## config.mk

```make
export PLATFORM = sky130hd
export DESIGN_NAME = irg_slave
export DESIGN_NICKNAME = d
export VERILOG_FILES = /design/src/rtl/irg_pkg.sv /design/src/rtl/irg_slave.sv
export SDC_FILE = /design/constraint.sdc
export NUM_CORES = 1
export LEC_CHECK = 0
export ABC_CLOCK_PERIOD_IN_PS = 4400
export BUFFER_PORTS_ARGS = -buffer_cell sky130_fd_sc_hd__buf_2
export CAP_MARGIN = 0
export CORE_MARGIN = 4
export CORE_UTILIZATION = 59
export DETAILED_ROUTE_END_ITERATION = 8
export PLACE_DENSITY = 0.77
export SLEW_MARGIN = 10
export SYNTH_ARGS = -nofsm -noshare
export SYNTH_HDL_FRONTEND = slang
export SYNTH_HIERARCHICAL = 1
export SYNTH_SLANG_ARGS = --single-unit
```

## constraint.sdc

```tcl
create_clock -name core_clk_in -period 4.4 [get_ports core_clk_in]
set_input_delay 0.44 -clock core_clk_in [delete_from_list [all_inputs] [get_ports core_clk_in]]
set_output_delay 0.44 -clock core_clk_in [all_outputs]
set_load 0.02 [all_outputs]
```

## src/rtl/irg_pkg.sv

```systemverilog
/*
 * irg_pkg: constants, states and carrier types for the two-wire register
 * slave with its three-pin general purpose port.
 * assumes: one core clock domain; bus and port pins sampled by the core.
 */
// Functional notes
// direction bit per pin: 0 input, 1 output
// pwm select bit forces pin 0 input
// pwm only on pin 0; pins 1-2 plain
// output pins drive port data bits
// data read returns sampled pin levels
// transmitter changes data only while clock low
// data falling, clock high means start
// data rising, clock high means stop
// master alone makes start and stop
// bus busy from start until stop
// repeated start restarts address reception
// eight bits msb first, then acknowledge
// master clocks every acknowledge pulse
// sender releases data during acknowledge
// receiver pulls data low on ninth pulse
// addressed device acknowledges every received byte
// first byte: seven-bit address plus direction
// direction 0 write, 1 read
// second write byte is register index
// third write byte is register value
// write takes effect at last ack rise
// master reads via index write, repeated start
// pwm input high turns led on
// unmatched address: no ack, idle until start
// read drives register msb first, stop on nack
package irg_pkg;
	// register offsets
	localparam logic [7:0] IRG_PORT_CONTROL_OFS = 8'h06;
	localparam logic [7:0] IRG_PORT_PIN_VALUES_OFS = 8'h07;
	// field positions in port_control
	localparam int IRG_PWM_SEL_BIT = 4;
	localparam int IRG_DIR_MSB = 2;
	// reset values
	localparam logic [7:0] IRG_PORT_CONTROL_RST = 8'h00;
	localparam logic [7:0] IRG_PORT_PIN_VALUES_RST = 8'h00;
	// device address: arbitrary neutral value, not any real part's
	localparam logic [6:0] IRG_DEV_ADDR = 7'h2A;
	// bits per byte on the serial line
	localparam logic [3:0] IRG_BYTE_BITS = 4'h8;

	// slave sequencer, gray coded along receive path
	typedef enum logic [2:0] {
		IRG_IDLE = 3'b000,
		IRG_ADDR = 3'b001,
		IRG_ACK = 3'b011,
		IRG_RXB = 3'b010,
		IRG_TXB = 3'b110,
		IRG_RACK = 3'b111
	} irg_state_t;

	// sampled bus lines
	typedef struct packed {
		logic scl;
		logic sda;
	} irg_bus_t;

	// received byte handed to the register stage
	typedef struct packed {
		logic is_index;
		logic [7:0] data;
	} irg_word_t;
endpackage : irg_pkg

```

## src/rtl/irg_slave.sv

```systemverilog
/*
 * irg_fifo and irg_slave: two-wire register slave with a three-pin port.
 * assumes: bus clock far slower than core_clk_in (40 MHz, 25 ns);
 * pins arrive asynchronously; pad logic combines the enables into wires.
 */
`timescale 1ns/1ps

// small flip-flop fifo between byte receiver and register file
module irg_fifo #(
	parameter int WIDTH = 9,
	parameter int DEPTH = 32
) (
	input wire logic core_clk_in,
	input wire logic sys_rst_in,
	input wire logic clk_en_in,
	input wire logic in_valid_in,
	output logic in_ready_out,
	input wire logic [WIDTH-1:0] in_data_in,
	output logic out_valid_out,
	input wire logic out_ready_in,
	output logic [WIDTH-1:0] out_data_out
);
	localparam int AW = $clog2(DEPTH);
	logic [WIDTH-1:0] mem_reg [DEPTH];
	logic [AW:0] wr_reg; // write pointer with wrap bit
	logic [AW:0] rd_reg; // read pointer with wrap bit
	wire logic full_w = (wr_reg[AW] != rd_reg[AW]) && (wr_reg[AW-1:0] == rd_reg[AW-1:0]);
	wire logic empty_w = (wr_reg == rd_reg);
	wire logic push_w = in_valid_in && !full_w;
	wire logic pop_w = out_ready_in && !empty_w;
	assign in_ready_out = !full_w;
	assign out_valid_out = !empty_w;
	assign out_data_out = mem_reg[rd_reg[AW-1:0]];

	// the wrap bit tells full from empty, so no separate count is kept
	// pointers advance only on accepted handshakes
	always_ff @(posedge core_clk_in) begin
		if (sys_rst_in) begin
			wr_reg <= '0;
			rd_reg <= '0;
		end else if (clk_en_in) begin
			if (push_w) wr_reg <= wr_reg + 1'b1;
			if (pop_w) rd_reg <= rd_reg + 1'b1;
		end
	end

	// trade-off: flip-flop storage costs area but needs no memory macro
	// storage has no reset; it is only read behind valid
	always_ff @(posedge core_clk_in) begin
		if (clk_en_in && push_w) mem_reg[wr_reg[AW-1:0]] <= in_data_in;
	end
endmodule : irg_fifo

module irg_slave #(
	parameter int FIFO_DEPTH = 32
) (
	input wire logic core_clk_in,
	input wire logic sys_rst_in,
	input wire logic clk_en_in,
	input wire logic scl_in, // bus clock pin
	input wire logic sda_in, // bus data pin level
	output logic sda_out, // always low; enable pulls line
	output logic sda_oe_out, // high while device pulls data low
	input wire logic [2:0] pin_in, // port pin levels
	output logic [2:0] pin_out, // port output values
	output logic [2:0] pin_oe_out, // high while device drives pin
	output logic pwm_led_on_out, // external pwm request to led driver
	output logic bus_busy_out // between start and stop
);
	// three-stage synchronisers; decisions use stages two and three
	logic [2:0] scl_sync_reg;
	logic [2:0] sda_sync_reg;
	logic [2:0] pin_s1_reg, pin_s2_reg, pin_s3_reg;
	logic [2:0] pin_lvl_reg; // filtered pin level, moves once stages two and three agree
	irg_pkg::irg_bus_t bus_now, bus_old;
	assign bus_now = '{scl: scl_sync_reg[1], sda: sda_sync_reg[1]};
	assign bus_old = '{scl: scl_sync_reg[2], sda: sda_sync_reg[2]};

	// edges seen once stage two and three disagree
	wire logic scl_rise_w = bus_now.scl && !bus_old.scl;
	wire logic scl_fall_w = !bus_now.scl && bus_old.scl;
	// start and stop need the clock high at both stages, so skew on a clock edge is not taken
	wire logic start_w = bus_now.scl && bus_old.scl && !bus_now.sda && bus_old.sda;
	wire logic stop_w = bus_now.scl && bus_old.scl && bus_now.sda && !bus_old.sda;

	irg_pkg::irg_state_t state_reg, state_next;
	logic [3:0] bit_cnt_reg; // bits of current byte
	logic [7:0] shift_reg; // byte being shifted
	logic rw_reg; // 1 for read transfer
	logic got_index_reg; // index byte already taken
	logic [7:0] index_reg; // selected register
	logic [7:0] ctrl_reg; // port_control
	logic [7:0] data_reg; // port_pin_values output bits
	logic sda_low_reg; // drive data low
	logic busy_reg;
	logic push_reg; // pulse: byte into fifo
	irg_pkg::irg_word_t push_word_reg;

	wire logic addr_hit_w = (shift_reg[7:1] == irg_pkg::IRG_DEV_ADDR);
	wire logic byte_done_w = (bit_cnt_reg == irg_pkg::IRG_BYTE_BITS);
	wire logic [7:0] rd_value_w = read_mux(index_reg, ctrl_reg, pin_lvl_reg);

	// read selection used by both loading and reloading of the shifter
	function automatic logic [7:0] read_mux(input logic [7:0] idx, input logic [7:0] ctl,
			input logic [2:0] pins);
		if (idx == irg_pkg::IRG_PORT_CONTROL_OFS) return ctl;
		else if (idx == irg_pkg::IRG_PORT_PIN_VALUES_OFS) return {5'h00, pins};
		// unknown offsets read as zero, so a stray read shows no stale data
		else return 8'h00;
	endfunction : read_mux

	// fifo carries received index and data bytes to the register file;
	// the drain side stalls only while clk_en_in is low, when pushes stop too, so it never really fills
	logic fifo_ready, fifo_valid, fifo_pop;
	irg_pkg::irg_word_t fifo_word;
	irg_fifo #(.WIDTH(9), .DEPTH(FIFO_DEPTH)) u_fifo (
		.core_clk_in(core_clk_in),
		.sys_rst_in(sys_rst_in),
		.clk_en_in(clk_en_in),
		.in_valid_in(push_reg),
		.in_ready_out(fifo_ready),
		.in_data_in(push_word_reg),
		.out_valid_out(fifo_valid),
		.out_ready_in(fifo_pop),
		.out_data_out(fifo_word)
	);
	// drain every cycle; the register file takes one word per edge
	assign fifo_pop = fifo_valid;

	// synchroniser chain
	// reset to the idle-high bus levels keeps a false start away after reset
	always_ff @(posedge core_clk_in) begin
		if (sys_rst_in) begin
			scl_sync_reg <= 3'h7;
			sda_sync_reg <= 3'h7;
			pin_s1_reg <= 3'h0;
			pin_s2_reg <= 3'h0;
			pin_s3_reg <= 3'h0;
			pin_lvl_reg <= 3'h0;
		end else if (clk_en_in) begin
			scl_sync_reg <= {scl_sync_reg[1:0], scl_in};
			sda_sync_reg <= {sda_sync_reg[1:0], sda_in};
			pin_s1_reg <= pin_in;
			pin_s2_reg <= pin_s1_reg;
			pin_s3_reg <= pin_s2_reg;
			// only the second stage feeds from the first; the level waits for agreement
			pin_lvl_reg <= (pin_s3_reg == pin_s2_reg) ? pin_s3_reg : pin_lvl_reg;
		end
	end

	// next state: start from any state restarts address reception
	// a stop in any state returns to idle, so a cut frame leaves nothing half done
	always_comb begin
		state_next = state_reg;
		if (start_w) state_next = irg_pkg::IRG_ADDR;
		else if (stop_w) state_next = irg_pkg::IRG_IDLE;
		else begin
			case (state_reg)
				irg_pkg::IRG_ADDR, irg_pkg::IRG_RXB: begin
					if (scl_fall_w && byte_done_w) begin
						if (state_reg == irg_pkg::IRG_ADDR && !addr_hit_w)
							state_next = irg_pkg::IRG_IDLE;
						else
							state_next = irg_pkg::IRG_ACK;
					end
				end
				// ninth pulse: afterwards a read goes on to send, a write to receive
				irg_pkg::IRG_ACK: begin
					if (scl_fall_w) state_next = rw_reg ? irg_pkg::IRG_TXB : irg_pkg::IRG_RXB;
				end
				irg_pkg::IRG_TXB: begin
					if (scl_fall_w && byte_done_w) state_next = irg_pkg::IRG_RACK;
				end
				irg_pkg::IRG_RACK: begin
					// master ack continues, nack ends driving
					if (scl_rise_w && bus_now.sda) state_next = irg_pkg::IRG_IDLE;
					else if (scl_fall_w) state_next = irg_pkg::IRG_TXB;
				end
				default: state_next = state_reg;
			endcase
		end
	end

	// sequencer registers
	// the branches below are keyed on distinct states or clock edges
	always_ff @(posedge core_clk_in) begin
		if (sys_rst_in) begin
			state_reg <= irg_pkg::IRG_IDLE;
			bit_cnt_reg <= 4'h0;
			shift_reg <= 8'h00;
			rw_reg <= 1'b0;
			got_index_reg <= 1'b0;
			sda_low_reg <= 1'b0;
			busy_reg <= 1'b0;
			push_reg <= 1'b0;
			push_word_reg <= '0;
		end else if (clk_en_in) begin
			state_reg <= state_next;
			push_reg <= 1'b0;
			if (start_w) busy_reg <= 1'b1;
			else if (stop_w) busy_reg <= 1'b0;
			if (start_w) begin
				bit_cnt_reg <= 4'h0;
				got_index_reg <= 1'b0;
				sda_low_reg <= 1'b0;
			end else if (stop_w) begin
				sda_low_reg <= 1'b0;
			end else begin
				// receiving: sample on rise, msb first
				if ((state_reg == irg_pkg::IRG_ADDR || state_reg == irg_pkg::IRG_RXB)
						&& scl_rise_w) begin
					shift_reg <= {shift_reg[6:0], bus_now.sda};
					bit_cnt_reg <= bit_cnt_reg + 4'h1;
				end
				// transmitting: change data on fall only, msb first
				if (state_reg == irg_pkg::IRG_TXB && scl_fall_w) begin
					sda_low_reg <= byte_done_w ? 1'b0 : !shift_reg[7];
					shift_reg <= {shift_reg[6:0], 1'b0};
					bit_cnt_reg <= bit_cnt_reg + 4'h1;
				end
				// byte received: pull data low for the ninth pulse
				if ((state_reg == irg_pkg::IRG_ADDR || state_reg == irg_pkg::IRG_RXB)
						&& scl_fall_w && byte_done_w) begin
					bit_cnt_reg <= 4'h0;
					if (state_reg == irg_pkg::IRG_ADDR) begin
						sda_low_reg <= addr_hit_w;
						rw_reg <= shift_reg[0];
					end else begin
						sda_low_reg <= fifo_ready; // refuse ack only when the fifo is full
						push_reg <= fifo_ready;
						push_word_reg <= '{is_index: !got_index_reg, data: shift_reg};
						got_index_reg <= 1'b1;
					end
				end
				// end of ack pulse: release, or load read byte and drive its msb
				if (state_reg == irg_pkg::IRG_ACK && scl_fall_w) begin
					if (rw_reg) begin
						shift_reg <= {rd_value_w[6:0], 1'b0};
						sda_low_reg <= !rd_value_w[7];
						bit_cnt_reg <= 4'h1;
					end else begin
						sda_low_reg <= 1'b0;
					end
				end
				// limitation: a read never moves on to the next register
				// master ack: reload next byte of the same register
				if (state_reg == irg_pkg::IRG_RACK && scl_fall_w) begin
					shift_reg <= {rd_value_w[6:0], 1'b0};
					sda_low_reg <= !rd_value_w[7];
					bit_cnt_reg <= 4'h1;
				end
			end
		end
	end

	// register file: index then data; data is written only once the
	// last ack rising edge has been seen, so a stop mid-byte changes nothing
	// pending data waits here for the commit edge
	logic [7:0] pend_data_reg;
	logic pend_reg;
	// only write transfers commit; a read ack never touches the registers
	wire logic ack_rise_w = (state_reg == irg_pkg::IRG_ACK) && scl_rise_w && !rw_reg;
	// a write into an unmapped index is dropped; reads of it give zero
	always_ff @(posedge core_clk_in) begin
		if (sys_rst_in) begin
			index_reg <= 8'h00;
			ctrl_reg <= irg_pkg::IRG_PORT_CONTROL_RST;
			data_reg <= irg_pkg::IRG_PORT_PIN_VALUES_RST;
			pend_reg <= 1'b0;
			pend_data_reg <= 8'h00;
		end else if (clk_en_in) begin
			if (fifo_valid) begin
				if (fifo_word.is_index) index_reg <= fifo_word.data;
				else begin
					pend_reg <= 1'b1;
					pend_data_reg <= fifo_word.data;
				end
			end
			// data left over from a frame cut before its ack must not be
			// committed at the first ack of the next frame
			if (start_w || stop_w) pend_reg <= 1'b0;
			if (ack_rise_w && pend_reg && !fifo_valid) begin
				pend_reg <= 1'b0;
				if (index_reg == irg_pkg::IRG_PORT_CONTROL_OFS) ctrl_reg <= pend_data_reg;
				else if (index_reg == irg_pkg::IRG_PORT_PIN_VALUES_OFS) data_reg <= pend_data_reg;
			end
		end
	end

	// pin drive: pwm select overrides pin 0 direction
	// pin_out carries data bits 2:0 whatever the direction; the enable alone decides what reaches a pin
	wire logic pwm_sel_w = ctrl_reg[irg_pkg::IRG_PWM_SEL_BIT];
	wire logic [2:0] dir_w = ctrl_reg[irg_pkg::IRG_DIR_MSB:0];
	assign pin_oe_out = {dir_w[2:1], dir_w[0] && !pwm_sel_w};
	assign pin_out = data_reg[2:0];
	assign pwm_led_on_out = pwm_sel_w && pin_lvl_reg[0];
	// open drain: the value is always low, only the enable moves the wire
	assign sda_out = 1'b0;
	assign sda_oe_out = sda_low_reg;
	assign bus_busy_out = busy_reg;

	// checks: each guards one rule on the core clock, quiet during reset
	// they watch the sequencer and register file, not the bench's pins
	a_start_busy: assert property (@(posedge core_clk_in) disable iff (sys_rst_in)
		clk_en_in && start_w |=> busy_reg) else $error("busy not set by start");
	a_busy_free: assert property (@(posedge core_clk_in) disable iff (sys_rst_in)
		clk_en_in && !start_w && !stop_w |=> $stable(busy_reg))
		else $error("busy moved without start or stop");
	a_stop_idle: assert property (@(posedge core_clk_in) disable iff (sys_rst_in)
		clk_en_in && stop_w |=> state_reg == irg_pkg::IRG_IDLE && !busy_reg)
		else $error("stop did not end session");
	a_restart_addr: assert property (@(posedge core_clk_in) disable iff (sys_rst_in)
		clk_en_in && start_w |=> state_reg == irg_pkg::IRG_ADDR && bit_cnt_reg == 4'h0)
		else $error("start did not restart address");
	a_pwm_pin_input: assert property (@(posedge core_clk_in) disable iff (sys_rst_in)
		pwm_sel_w |-> !pin_oe_out[0]) else $error("pin 0 driven in pwm mode");
	a_sda_steady_high: assert property (@(posedge core_clk_in) disable iff (sys_rst_in)
		clk_en_in && bus_now.scl && bus_old.scl && !start_w && !stop_w |=> $stable(sda_low_reg))
		else $error("data changed while clock high");
	a_nohit_noack: assert property (@(posedge core_clk_in) disable iff (sys_rst_in)
		clk_en_in && state_reg == irg_pkg::IRG_ADDR && scl_fall_w && byte_done_w
		&& !addr_hit_w && !start_w && !stop_w |=> !sda_low_reg && state_reg == irg_pkg::IRG_IDLE)
		else $error("acked foreign address");
	a_idle_quiet: assert property (@(posedge core_clk_in) disable iff (sys_rst_in)
		state_reg == irg_pkg::IRG_IDLE |-> !sda_low_reg) else $error("data pulled while idle");
	a_ack_hit: assert property (@(posedge core_clk_in) disable iff (sys_rst_in)
		clk_en_in && state_reg == irg_pkg::IRG_ADDR && scl_fall_w && byte_done_w
		&& addr_hit_w && !start_w && !stop_w |=> sda_low_reg)
		else $error("no ack for own address");
	a_tx_release: assert property (@(posedge core_clk_in) disable iff (sys_rst_in)
		clk_en_in && state_reg == irg_pkg::IRG_TXB && scl_fall_w && byte_done_w
		&& !start_w && !stop_w |=> !sda_low_reg && state_reg == irg_pkg::IRG_RACK)
		else $error("data held after the eighth read bit");
	a_rack_released: assert property (@(posedge core_clk_in) disable iff (sys_rst_in)
		state_reg == irg_pkg::IRG_RACK |-> !sda_low_reg) else $error("data pulled in master ack");
	a_write_late: assert property (@(posedge core_clk_in) disable iff (sys_rst_in)
		clk_en_in && !ack_rise_w |=> $stable(ctrl_reg) && $stable(data_reg))
		else $error("register changed outside last ack");
	a_pwm_follow: assert property (@(posedge core_clk_in) disable iff (sys_rst_in)
		!pwm_sel_w |-> !pwm_led_on_out) else $error("pwm active while disabled");
	// coverage of the main scenarios
	c_write_ctrl: cover property (@(posedge core_clk_in) ack_rise_w && pend_reg);
	c_read_byte: cover property (@(posedge core_clk_in) state_reg == irg_pkg::IRG_RACK);
	c_restart: cover property (@(posedge core_clk_in) start_w && busy_reg);
	c_foreign: cover property (@(posedge core_clk_in)
		state_reg == irg_pkg::IRG_ADDR && scl_fall_w && byte_done_w && !addr_hit_w);
	c_pwm_on: cover property (@(posedge core_clk_in) pwm_led_on_out);
endmodule : irg_slave

```

**Yosys cells after proc, flatten, opt, wreduce, memory -nomap -nowiden**

Memory sizes are Yosys's and may differ from the RTL's. A register that Yosys moved wholly into a read port is not among the register bits.
Cells that the tools add are included.

- Bitwise operators: 6
- Equal/unequal tests: 21
- Muxes and demuxes: 52
- Add/sub/neg operators: 3
- Reductions and logical operators: 59

Operators with widths:

| operator | count |
|---|---|
| $mux 8 | 6 |
| $mux 4 | 8 |
| $mux 3 | 9 |
| $logic_and 1x1->1 | 25 |
| $mux 1 | 25 |
| $eq 8x3->1 const B | 2 |
| $reduce_and 3->1 | 5 |
| $add 6x1->6 const B | 2 |
| $ne 4x4->1 const B | 3 |
| $pmux 3 s4 | 1 |
| $reduce_and 2->1 | 6 |
| $reduce_bool 6->1 | 2 |
| $logic_not 1->1 | 11 |
| $mux 5 | 2 |
| $reduce_and 5->1 | 2 |
| $reduce_and 4->1 | 2 |
| $eq 7x6->1 const B | 1 |
| $eq 3x2->1 const B | 2 |
| $eq 3x3->1 const B | 2 |
| $eq 6x6->1 | 1 |
| $not 1->1 | 6 |
| $reduce_and 6->1 | 1 |
| $eq 5x5->1 | 1 |
| $ne 5x5->1 const B | 1 |
| 12 further kinds | 15 |

- Memories kept: 1
- Output and inout port bits: 10
- Word-level logic and storage cells: 165
- RAM bits: 288
- Input bits: 8
- Bits in registers: 87

Memories:

| memory | words | bits a word | read ports | clocked after Yosys merged registers in | write ports | RTL line | RTL |
|---|---|---|---|---|---|---|---|
| u_fifo.mem_reg | 32 | 9 | 1 | 1 | 1 | irg_slave.sv:24 | `logic [WIDTH-1:0] mem_reg [DEPTH];` |

**Depth between registers and ports, before layout**

Gate-level depths: netlist (run 1).

- Depth in word-level cells: 11
- Mapped depth: 9
- Depth with buffers taken out: 8

**Modules after synthesis**

The synthesis (run 1) kept the hierarchy.

Modules (own cells, without submodules):

| module | seq. area each (µm²) | instances | area each (µm²) | cells an instance |
|---|---|---|---|---|
| irg_fifo | 8988.6 | 1 | 11868.9 | 540 |
| irg_slave | 1501.4 | 1 | 3350.7 | 374 |

**Least setup slack after synthesis (run 1)**

Ideal clock, no wire load.

- Path kind: register -> register
- From: register (tool-made name)
- To: register pend_data_reg[5]
- Path buffers: 3
- Path slack: 1684 ps
- Setup time: 132 ps
- Arrival time: 2583 ps
- Data required time: 4268 ps
- Stages on the path, launching flop included: 10
- Period minus slack after synthesis: 2716 ps
- Cell sequence: dfxtp_1 -> clkbuf_1 -> clkbuf_1 -> mux4_2 -> mux4_2 -> mux2_2 -> or2_2 -> clkbuf_1 -> nand2_1 -> a21oi_1

RTL lines:

| element | RTL line | RTL |
|---|---|---|
| to (signal assigned) | irg_slave.sv:276 | `pend_data_reg <= fifo_word.data;` |
| to (decl) | irg_slave.sv:259 | `logic [7:0] pend_data_reg;` |

**Worst setup path in the final report (run 1)**

- From: register u_fifo.wr_reg[3]
- To: memory u_fifo.mem_reg[29][5], enable pin

- Word-level cells in the longest chain between the ends: 7

RTL lines:

| element | RTL line | RTL |
|---|---|---|
| from (decl) | irg_slave.sv:25 | `logic [AW:0] wr_reg;` |
| from (signal assigned) | irg_slave.sv:42 | `if (push_w) wr_reg <= wr_reg + 1'b1;` |
| $eq 5x5->1 | irg_slave.sv:27 | `wire logic full_w = (wr_reg[AW] != rd_reg[AW]) && (wr_reg[AW-1:0] == rd_reg[AW-1:0]);` |
| $logic_and 1x1->1 | irg_slave.sv:27 |  |
| $logic_not 1->1 | irg_slave.sv:29 | `wire logic push_w = in_valid_in && !full_w;` |
| $logic_and 1x1->1 | irg_slave.sv:29 |  |
| $logic_and 1x1->1 | irg_slave.sv:50 | `if (clk_en_in && push_w) mem_reg[wr_reg[AW-1:0]] <= in_data_in;` |
| $mux 1 | irg_slave.sv:50 |  |
| $mux 1 (not written as such) | irg_slave.sv:50 |  |
| to (decl) | irg_slave.sv:24 |  |

Several ways; a longest one is shown, not always the timed one.

==> results of run 1 <==
[cells in the final DEF, fill, tap and decap left out, types with 4 or more instances in the layout]
cell | netlist | routed
mux2i_1 | 46 | 46
clkinv_1 | 0 | 6
a21oi_1 | 22 | 22
a22oi_1 | 5 | 5
nor2b_1 | 13 | 13
mux2_2 | 13 | 13
bufinv_16 | 0 | 5
nand2b_1 | 5 | 5
inv_1 | 15 | 15
buf_4 | 10 | 19
xnor2_1 | 11 | 11
a31oi_1 | 4 | 4
nand2_1 | 35 | 35
dfxtp_1 | 92 | 90
nor2_1 | 107 | 107
o22ai_1 | 4 | 4
o2bb2ai_1 | 4 | 4
o21ai_0 | 8 | 8
clkbuf_1 | 26 | 9
a211oi_1 | 4 | 4
nor3b_1 | 5 | 5
buf_2 | 5 | 16
ha_1 | 7 | 7
mux4_2 | 90 | 90
clkbuf_16 | 0 | 39
xor2_1 | 7 | 7
edfxtp_1 | 288 | 288
nor3_1 | 12 | 12
nand3b_1 | 4 | 4
clkbuf_8 | 0 | 4
nand3_1 | 12 | 12
a211o_1 | 7 | 7
[worst paths after layout]
check | endpoint | slack, ns | cells past startpoint
hold / removal | scl_sync_reg[0]$_SDFFE_PP1P_ | 0.14 | 2
hold reg to reg | sda_sync_reg[1]$_SDFFE_PP1P_ | 0.46 | 1
setup / recovery | u_fifo/mem_reg[29][5]$_DFFE_PP_ | 1.17 | 5
setup reg to reg | u_fifo/mem_reg[29][5]$_DFFE_PP_ | 1.17 | 5
[critical path, cell delays in order, from the launching register on]
cell	delay [ns]
dfxtp_1	0.57
xor2_1	0.22
nor3_1	0.10
a21oi_1	0.51
nand2_1	0.41
nor2_1	1.02
[stage by stage]
step	power (mW)	hold slack (ns)	util	std cells	worst slack [ns]
floorplan	3.97	0.414	-	914	1.68
global placement	3.98	0.439	0.618	1228	1.17
detailed placement	3.98	0.432	0.618	1228	1.14
CTS	7.21	0.126	0.668	1295	1.12
global route	7.38	0.136	0.668	1295	0.944
finish	7.15	0.138	0.668	1295	1.17
[cell type report]
class / count / area share
clock buffer: 52 / 0.0631
clock inverter: 15 / 0.0116
tap: 330 / 0.0245
sequential: 380 / 0.622
timing repair buffer: 35 / 0.0132
inverter: 15 / 0.00334
multi-input combinational: 468 / 0.262
[power breakdown]
group | internal [mW] | switching (mW) | total, mW
logic | 0.0312 | 0.0498 | 0.0811
registers | 3.81 | 0.0157 | 3.83
clock network | 1.98 | 1.26 | 3.24
total | 5.83 | 1.33 | 7.15
[cell usage after synthesis (5+ instances only)]
cell | instances | area share
o21ai_0 | 8 | 0.0026
nor2_1 | 107 | 0.026
edfxtp_1 | 288 | 0.57
buf_2 | 5 | 0.0016
buf_4 | 10 | 0.0049
a21oi_1 | 22 | 0.0072
nand2b_1 | 5 | 0.0021
nand2_1 | 35 | 0.0086
buf_1 | 8 | 0.0020
a22oi_1 | 5 | 0.0025
clkbuf_1 | 26 | 0.0064
ha_1 | 7 | 0.0058
mux2_2 | 13 | 0.0096
xnor2_1 | 11 | 0.0063
xor2_1 | 7 | 0.0040
dfxtp_1 | 92 | 0.12
a211o_1 | 7 | 0.0040
inv_1 | 15 | 0.0037
mux2i_1 | 46 | 0.030
mux4_2 | 90 | 0.13
nand3_1 | 12 | 0.0039
nor3_1 | 12 | 0.0039
nor2b_1 | 13 | 0.0053
nor3b_1 | 5 | 0.0025
[per-layer routing]
metal  GRT usage  vias to the layer above  share of wire
met4      0.0540                        0          0.020
met3      0.0397                       54          0.075
met1       0.331                     4261           0.40
met5           0                        -              0
li1            -                     3586              -
met2       0.388                      329           0.50
[kinds of logic after synthesis]
group,after synthesis,synth area share
flops,380,0.689
other cells,1,0.000246
xor+xnor,18,0.0104
buf+inv,66,0.0201
compound gates,76,0.0340
simple gates,217,0.0673
fa+ha+maj,7,0.00575
mux,149,0.173
==> impl_metrics.json, run 1 <==
{
  "finalSetupTns_ns": 0,
  "drc_errors": 0,
  "cts.path.max_buffers": 3,
  "dr.pass1.iters": 7,
  "core_sq_um": 25300,
  "htree_levels": 2,
  "worstPathRequired_ns": 4.52,
  "crit_path_start_kind": "register",
  "fp.dieArea_sq_um": 28400,
  "antenna_cells": 0,
  "finalCritPeriodShare": 0.735,
  "rsz0062_at_grt": "false",
  "rows": 58,
  "min_from": "scl_in",
  "cts_num_sinks": 380,
  "clk_pin_slew_ns": 0.06,
  "arrival_ns": 3.35,
  "ir_drop_mv": 0.379,
  "vias_per_cell": 6.36,
  "final_nets": 953,
  "synthArstFlopShare": 0,
  "min_path_type": "input pin to register",
  "post-cts-setup-buffer-count": 0,
  "antenna_left": 0,
  "maxSlewViolCount": 0,
  "synthCells": 914,
  "io_buffers": 16,
  "synth_area_sq_um": 15200,
  "hold_viol": 0,
  "synth-edff-count": 288,
  "cts_made_buffers": 38,
  "ys.flop_type": "edfxtp_1",
  "ys_ff_latch": 380,
  "worstMarginPinSlew_ns": 1.26,
  "vias": 8230,
  "max_freq_mhz": 309,
  "multiInputGateArea_sq_um": 4420,
  "die-width_um": 169,
  "drv_cap": 0,
  "skew_ns": 0.00992,
  "yosys_warnings": 6,
  "slew_headroom": 0.154,
  "gp_congestion": 0.845,
  "grt_max_degree": 53,
  "stdcell_area_sq_um": 16900,
  "cts_tree": "done",
  "setup_viol": 0,
  "path_class": "register to register",
  "area_delta_synth_final_pct": 10.9,
  "first_iter_violations": 953,
  "status": "finished, final reports clean",
  "place_area_sq_um": 15600,
  "start_util": 0.603,
  "drive_gt1_frac": 0.208,
  "syn_nets": 929,
  "drt_wl_total_mm": 32.1,
  "end_kind": "register",
  "ys_seq_area_frac": 0.689,
  "grt_overflow": 0,
  "n_fill_cell": 1646,
  "clock_insertion_delay_worst_skew_ns": 0.51,
  "ioPinCount": 18,
  "final-seq-area_sq_um": 10500,
  "syn_area_per_cell_sq_um": 16.7,
  "finalCriticalPeriod_ns": 3.23,
  "leakagePower_nw": 6.25,
  "hpwl_mm": 19.1,
  "die-height_um": 169,
  "antenna_found_initial": 0,
  "routedWlPerCell_um": 24.8,
  "grt_pass1_vias": 8227,
  "startpoint": "u_fifo/wr_reg[3]$_SDFFE_PP0P_",
  "cts-root-buf": "clkbuf_16",
  "crit_fanout": 11,
  "ys_types": 58,
  "largest_reg_flops": 288,
  "power_density_nw_per_um2": 424,
  "post_cts_resized": 0,
  "grt_pass1_wl_mm": 50.1,
  "grt_use_total": 0.233,
  "cts_hold_buf": 0,
  "worstReg2RegStart": "u_fifo/wr_reg[3]$_SDFFE_PP0P_"
}
Power figures use the tool's default switching activity.
==> run 2, diff against run 1 <==
--- a/config.mk
+++ b/config.mk
@@ -5,11 +5,11 @@
 export SDC_FILE = /design/constraint.sdc
 export NUM_CORES = 1
 export LEC_CHECK = 0
-export ABC_CLOCK_PERIOD_IN_PS = 4400
+export ABC_CLOCK_PERIOD_IN_PS = 2800
 export BUFFER_PORTS_ARGS = -buffer_cell sky130_fd_sc_hd__buf_2
 export CAP_MARGIN = 0
 export CORE_MARGIN = 4
-export CORE_UTILIZATION = 59
+export CORE_UTILIZATION = 56
 export DETAILED_ROUTE_END_ITERATION = 8
 export PLACE_DENSITY = 0.77
 export SLEW_MARGIN = 10
==> constraint.sdc (replaced) <==
create_clock -name core_clk_in -period 2.8 [get_ports core_clk_in]
set_input_delay 0.28 -clock core_clk_in [delete_from_list [all_inputs] [get_ports core_clk_in]]
set_output_delay 0.28 -clock core_clk_in [all_outputs]
set_load 0.02 [all_outputs]
==> run 2 against run 1 <==
Effect of this change:
- sequential power is 57% higher
- global-route usage is 2.2 points lower
- clock power is 55% higher
- largest power group unchanged
- combinational power is 74% higher
- register-to-register slack worse by 0.91 ns
- non-clock buffer count is 44 higher
==> impl_metrics.json, run 2 (synthesis gave the netlist of run 1 again) <==
{
  "status": "finished, final reports clean",
  "vias_per_cell": 6.05,
  "fp.dieArea_sq_um": 29900,
  "end_kind": "register",
  "final_nets": 998,
  "ir_drop_mv": 0.519,
  "core_sq_um": 26900,
  "htree_levels": 2,
  "grt_pass1_wl_mm": 49.2,
  "max_freq_mhz": 393,
  "gp_congestion": 0.842,
  "finalCritPeriodShare": 0.910,
  "finalSetupTns_ns": 0,
  "preCtsSetupSlack_ns": 0.166,
  "cts-root-buf": "clkbuf_16",
  "drive_gt1_frac": 0.240,
  "io_buffers": 16,
  "finalCriticalPeriod_ns": 2.55,
  "largest_reg_flops": 288,
  "swShare": 0.191,
  "worst_slack_ns": 0.253,
  "post-cts-setup-buffer-count": 0,
  "die-width_um": 173,
  "dr.pass1.iters": 5,
  "power_density_nw_per_um2": 648,
  "start_util": 0.566,
  "worstRegToRegCells": 6,
  "seqPwrFrac": 0.538,
  "r2r_setup_slack_ns": 0.25,
  "grt_use_total": 0.211,
  "mostFrequentLayoutCells": "edfxtp_1, nor2_1, mux4_2, dfxtp_1, buf_4",
  "min_path_type": "input pin to register",
  "antenna_found_initial": 0,
  "hold_depth": 2,
  "vias": 8195,
  "ioPinCount": 18,
  "rsz0062_at_grt": "false",
  "area_delta_synth_final_pct": 13.4,
  "maxSlewViolCount": 0,
  "drv_cap": 0,
  "die-height_um": 173,
  "power.share.clock": 0.449,
  "arrival_ns": 2.96,
  "clk_pin_slew_ns": 0.06,
  "setup_viol": 0,
  "cts_made_buffers": 39,
  "worstMarginPinSlew_ns": 1.04,
  "crit_fanout": 13,
  "hold_ws_ns": 0.269,
  "rows": 60,
  "switchingPower_mw": 2.13,
  "p_int_mw": 9.04,
  "grt_max_degree": 37,
  "slew_headroom": 0.303,
  "antenna_left": 0,
  "cts.path.max_buffers": 3,
  "min_from": "sys_rst_in",
  "min_to": "push_reg$_SDFFE_PP0P_",
  "first_iter_violations": 750,
  "routedWlPerCell_um": 22.9,
  "clock_insertion_delay_worst_skew_ns": 0.52,
  "skew_ns": 0.0152,
  "final_cells": 1354,
  "antenna_cells": 0,
  "worstPathRequired_ns": 3.21,
  "drt_wl_total_mm": 31.0,
  "pwr-share-comb": 0.013,
  "hpwl_mm": 20.0,
  "path_class": "register to register",
  "power_mw": 11.2,
  "drc_errors": 0,
  "regToRegEndpoint": "index_reg[4]$_SDFFE_PP0P_",
  "hold_viol": 0,
  "crit_path_start_kind": "register",
  "cts_num_sinks": 380,
  "placed_cells": 1278,
  "cts_tree": "done",
  "grt_overflow": 0,
  "final_common_cell": "edfxtp_1",
  "leakagePower_nw": 5.99,
  "grt_pass1_vias": 8351
}
==> run 2: per-layer routing <==
metal  global-route usage  part of all wire  routed length (um)
met1                0.293              0.41               12600
met2                0.349              0.50               15500
met3               0.0321             0.062                1920
met4               0.0722             0.030                 943
met5                    0                 0                   0
==> run 2: how the worst max path moves through the flow <==
stage,startpoint,endpoint,slack (ns),cells past startpoint
finish,register,index_reg[4]$_SDFFE_PP0P_,0.25,6
global route,u_fifo/wr_reg[4]$_SDFFE_PP0P_,ctrl_reg[7]$_SDFFE_PP0P_,0.05,9
CTS,register,index_reg[4]$_SDFFE_PP0P_,0.09,6
detailed placement,register,index_reg[2]$_SDFFE_PP0P_,0.17,6
global placement,register,index_reg[4]$_SDFFE_PP0P_,0.21,6
floorplan,register,pend_data_reg[5]$_SDFFE_PP0P_,0.08,9
==> run 2: repair_timing <==
item                                    4_1_cts  5_1_grt
hold buffers                                  5        0
gates resized for setup                       0        2
endpoints found under the setup margin        0        4
endpoints found under the hold margin         5        0
==> run 2: critical path, stage by stage (launching register included) <==
cell and delay (ns):
dfxtp_4 0.50, buf_4 0.27, mux4_2 0.55, mux4_2 0.54
mux2_2 0.31, mux2i_1 0.18, nor2_1 0.07
==> run 2: power by group through the flow <==
stage	combinational [mW]	sequential, mW	clock, mW
floorplan	0.109	6.12	0
global placement	0.132	6.13	0
detailed placement	0.135	6.13	0
CTS	0.140	6.01	5.11
global route	0.156	6.01	5.38
finish	0.141	6.01	5.02
==> run 2: per-stage QoR <==
step,util,cell area (sq um)
global placement,0.593,15900
finish,0.642,17300
floorplan,-,15200
global route,0.642,17300
CTS,0.642,17200
detailed placement,0.593,15900
==> run 2: layout make-up <==
cell class              count  area (sq um)
clock buffers              50          1080
clock inverters            21           171
repair buffers             79           591
fillers                  1857          9620
well taps                 341           427
multi-input cells         468          4430
flip-flops and latches    380         10500
inverters                  15          56.3
==> run 3, diff against run 2 <==
--- a/config.mk
+++ b/config.mk
@@ -12,6 +12,7 @@
 export CORE_UTILIZATION = 56
 export DETAILED_ROUTE_END_ITERATION = 8
 export PLACE_DENSITY = 0.77
+export REMOVE_ABC_BUFFERS = 1
 export SLEW_MARGIN = 10
 export SYNTH_ARGS = -nofsm -noshare
 export SYNTH_HDL_FRONTEND = slang
==> run 3 against run 2 <==
Effect of this change:
- routed wire length rose by 4.6%
- die area did not move
- critical path depth did not move
- via count rose by 2.2%
- sequential share of layout area rose by 0.25 points
- register-to-register slack got worse by 0.06 ns
- fmax fell by 2.4%
- flip-flop and latch count did not move
- non-clock buffer count rose by 7
- critical path type unchanged
- clock power fell by 7.2%
- power fell by 3.3%
- final cell count rose by 0.44%
==> impl_metrics.json, run 3 (synthesis gave the netlist of run 1 again) <==
{
  "p_int_mw": 8.69,
  "power.share.clock": 0.431,
  "final_nets": 1004,
  "grt_pass1_wl_mm": 50.7,
  "switchingPower_mw": 2.12,
  "hold_viol": 0,
  "fp.dieArea_sq_um": 29900,
  "drv_cap": 0,
  "grt_max_degree": 34,
  "crit_fanout": 18,
  "htree_levels": 2,
  "cts_num_sinks": 380,
  "worstMarginPinSlew_ns": 1.23,
  "maxSlewViolCount": 0,
  "fin_util": 0.639,
  "die-height_um": 173,
  "final_common_cell": "edfxtp_1",
  "seqPwrFrac": 0.556,
  "cts_made_buffers": 38,
  "worstRegToRegCells": 6,
  "core_sq_um": 26900,
  "power_density_nw_per_um2": 629,
  "finalCritPeriodShare": 0.932,
  "setup_viol": 0,
  "grt_pass1_vias": 8421,
  "drt_wl_total_mm": 32.4,
  "skew_ns": 0.0142,
  "status": "finished, final reports clean",
  "min_path_type": "input pin to register",
  "antenna_left": 0,
  "n_fill_cell": 1825,
  "swShare": 0.196,
  "max_freq_mhz": 383,
  "power_mw": 10.8,
  "first_iter_violations": 909,
  "grt_use_total": 0.220,
  "largest_reg_flops": 288,
  "hpwl_mm": 20.7,
  "leakagePower_nw": 5.99,
  "slowest_stage": "dfxtp_4",
  "place_area_sq_um": 16000,
  "post_cts_resized": 0,
  "regToRegEndpoint": "pend_data_reg[5]$_SDFFE_PP0P_",
  "hold_depth": 3,
  "cts.path.max_buffers": 3,
  "end_kind": "register",
  "min_to": "pin_s1_reg[1]$_SDFFE_PP0P_",
  "ioPinCount": 18,
  "arrival_ns": 3.01,
  "mostFrequentLayoutCells": "edfxtp_1, nor2_1, dfxtp_1, mux4_2, buf_4",
  "routedWlPerCell_um": 23.8,
  "ir_drop_mv": 0.716,
  "crit_path_start_kind": "register",
  "start_util": 0.566,
  "path_class": "register to register",
  "stdcell_area_sq_um": 17200,
  "clock_insertion_delay_worst_skew_ns": 0.53,
  "vias_per_cell": 6.16,
  "critPathMaxStageDelay_ns": 0.57,
  "grt_overflow": 0,
  "r2r_setup_slack_ns": 0.19,
  "vias": 8376,
  "io_buffers": 16,
  "clk_pin_slew_ns": 0.06,
  "cts-root-buf": "clkbuf_16",
  "rsz0062_at_grt": "false",
  "rows": 60,
  "worstPathRequired_ns": 3.20,
  "slew_headroom": 0.179,
  "drc_errors": 0,
  "cts_tree": "done",
  "min_from": "pin_in[1]",
  "finalCriticalPeriod_ns": 2.61,
  "pwr-share-comb": 0.013,
  "antenna_found_initial": 4,
  "area_delta_synth_final_pct": 12.9,
  "die-width_um": 173,
  "path_cells": "buf_4 > mux4_2 > mux4_2 > mux2_2 > nand2_1 > a21oi_1",
  "cp_common_cell": "mux4_2",
  "drive_gt1_frac": 0.243,
  "dr.pass1.iters": 5,
  "antenna_cells": 0,
  "gp_congestion": 0.858
}
==> run 3: changes by cell type in the layout (fill, tap and decap cells not counted), sizes merged <==
| cell | before | now |
|---|---|---|
| dlygate4sd3 | 5 | 4 |
| inv | 16 | 17 |
| clkinvlp | 1 | 0 |
| clkbuf | 50 | 51 |
| buf | 74 | 82 |
| bufinv | 3 | 1 |
==> run 3: how the worst max path moves through the flow <==
stage | start | endpoint | slack, ns | cells past startpoint
2_1_floorplan | register | index_reg[0]$_SDFFE_PP0P_ | -2.29 | 6
3_3_place_gp | register | pend_data_reg[5]$_SDFFE_PP0P_ | 0.23 | 6
3_5_place_dp | register | pend_data_reg[5]$_SDFFE_PP0P_ | 0.21 | 6
4_1_cts | register | pend_data_reg[5]$_SDFFE_PP0P_ | 0.15 | 6
5_1_grt | u_fifo/wr_reg[1]$_SDFFE_PP0P_ | ctrl_reg[1]$_SDFFE_PP0P_ | 0.007 | 9
6_report | register | pend_data_reg[5]$_SDFFE_PP0P_ | 0.19 | 6
==> run 3: layout make-up <==
type / instances / area [sq um] / share of cell area
repair buffers: 86 / 641 / 0.0373
multi-input cells: 468 / 4420 / 0.257
inverters: 15 / 56.3 / 0.00328
clock buffers: 51 / 1010 / 0.0588
clock inverters: 19 / 131 / 0.00764
well taps: 341 / 427 / 0.0248
flip-flops and latches: 380 / 10500 / 0.611
==> run 3: power by group through the flow <==
stage	logic [mW]	registers, mW	clock network, mW
floorplan	0.0776	6.13	0
global placement	0.134	6.13	0
detailed placement	0.136	6.13	0
CTS	0.140	6.01	4.75
global route	0.155	6.01	5.02
finish	0.141	6.01	4.66
==> run 3: metal layers <==
metal	up-vias	wire [um]	track usage
li1	3700	-	-
met3	71	2250	0.0383
met1	4296	12900	0.300
met5	-	17	0
met2	307	16300	0.371
met4	2	925	0.0662
==> run 3: per-stage QoR <==
step / setup slack (ns) / TNS, ns / hold slack (ns) / cells
floorplan: -2.29 / -38.17 / 0.349 / 863
global placement: 0.229 / 0 / 0.439 / 1286
detailed placement: 0.210 / 0 / 0.446 / 1286
CTS: 0.148 / 0 / 0.00103 / 1360
global route: 0.00741 / 0 / 0.0620 / 1360
finish: 0.190 / 0 / 0.0151 / 1360
==> run 3: what timing repair did <==
action / 4_1_cts / 5_1_grt
setup buffers: 0 / 0
endpoints found under the hold margin: 4 / 0
hold buffers: 4 / 0
==> run 3: critical path: cells and delay by family (launching register included) <==
family          cells  cell delay [ns]
simple gates        1             0.10
flops               1             0.57
compound gates      1             0.08
mux                 3             1.35
buf+inv             1             0.38
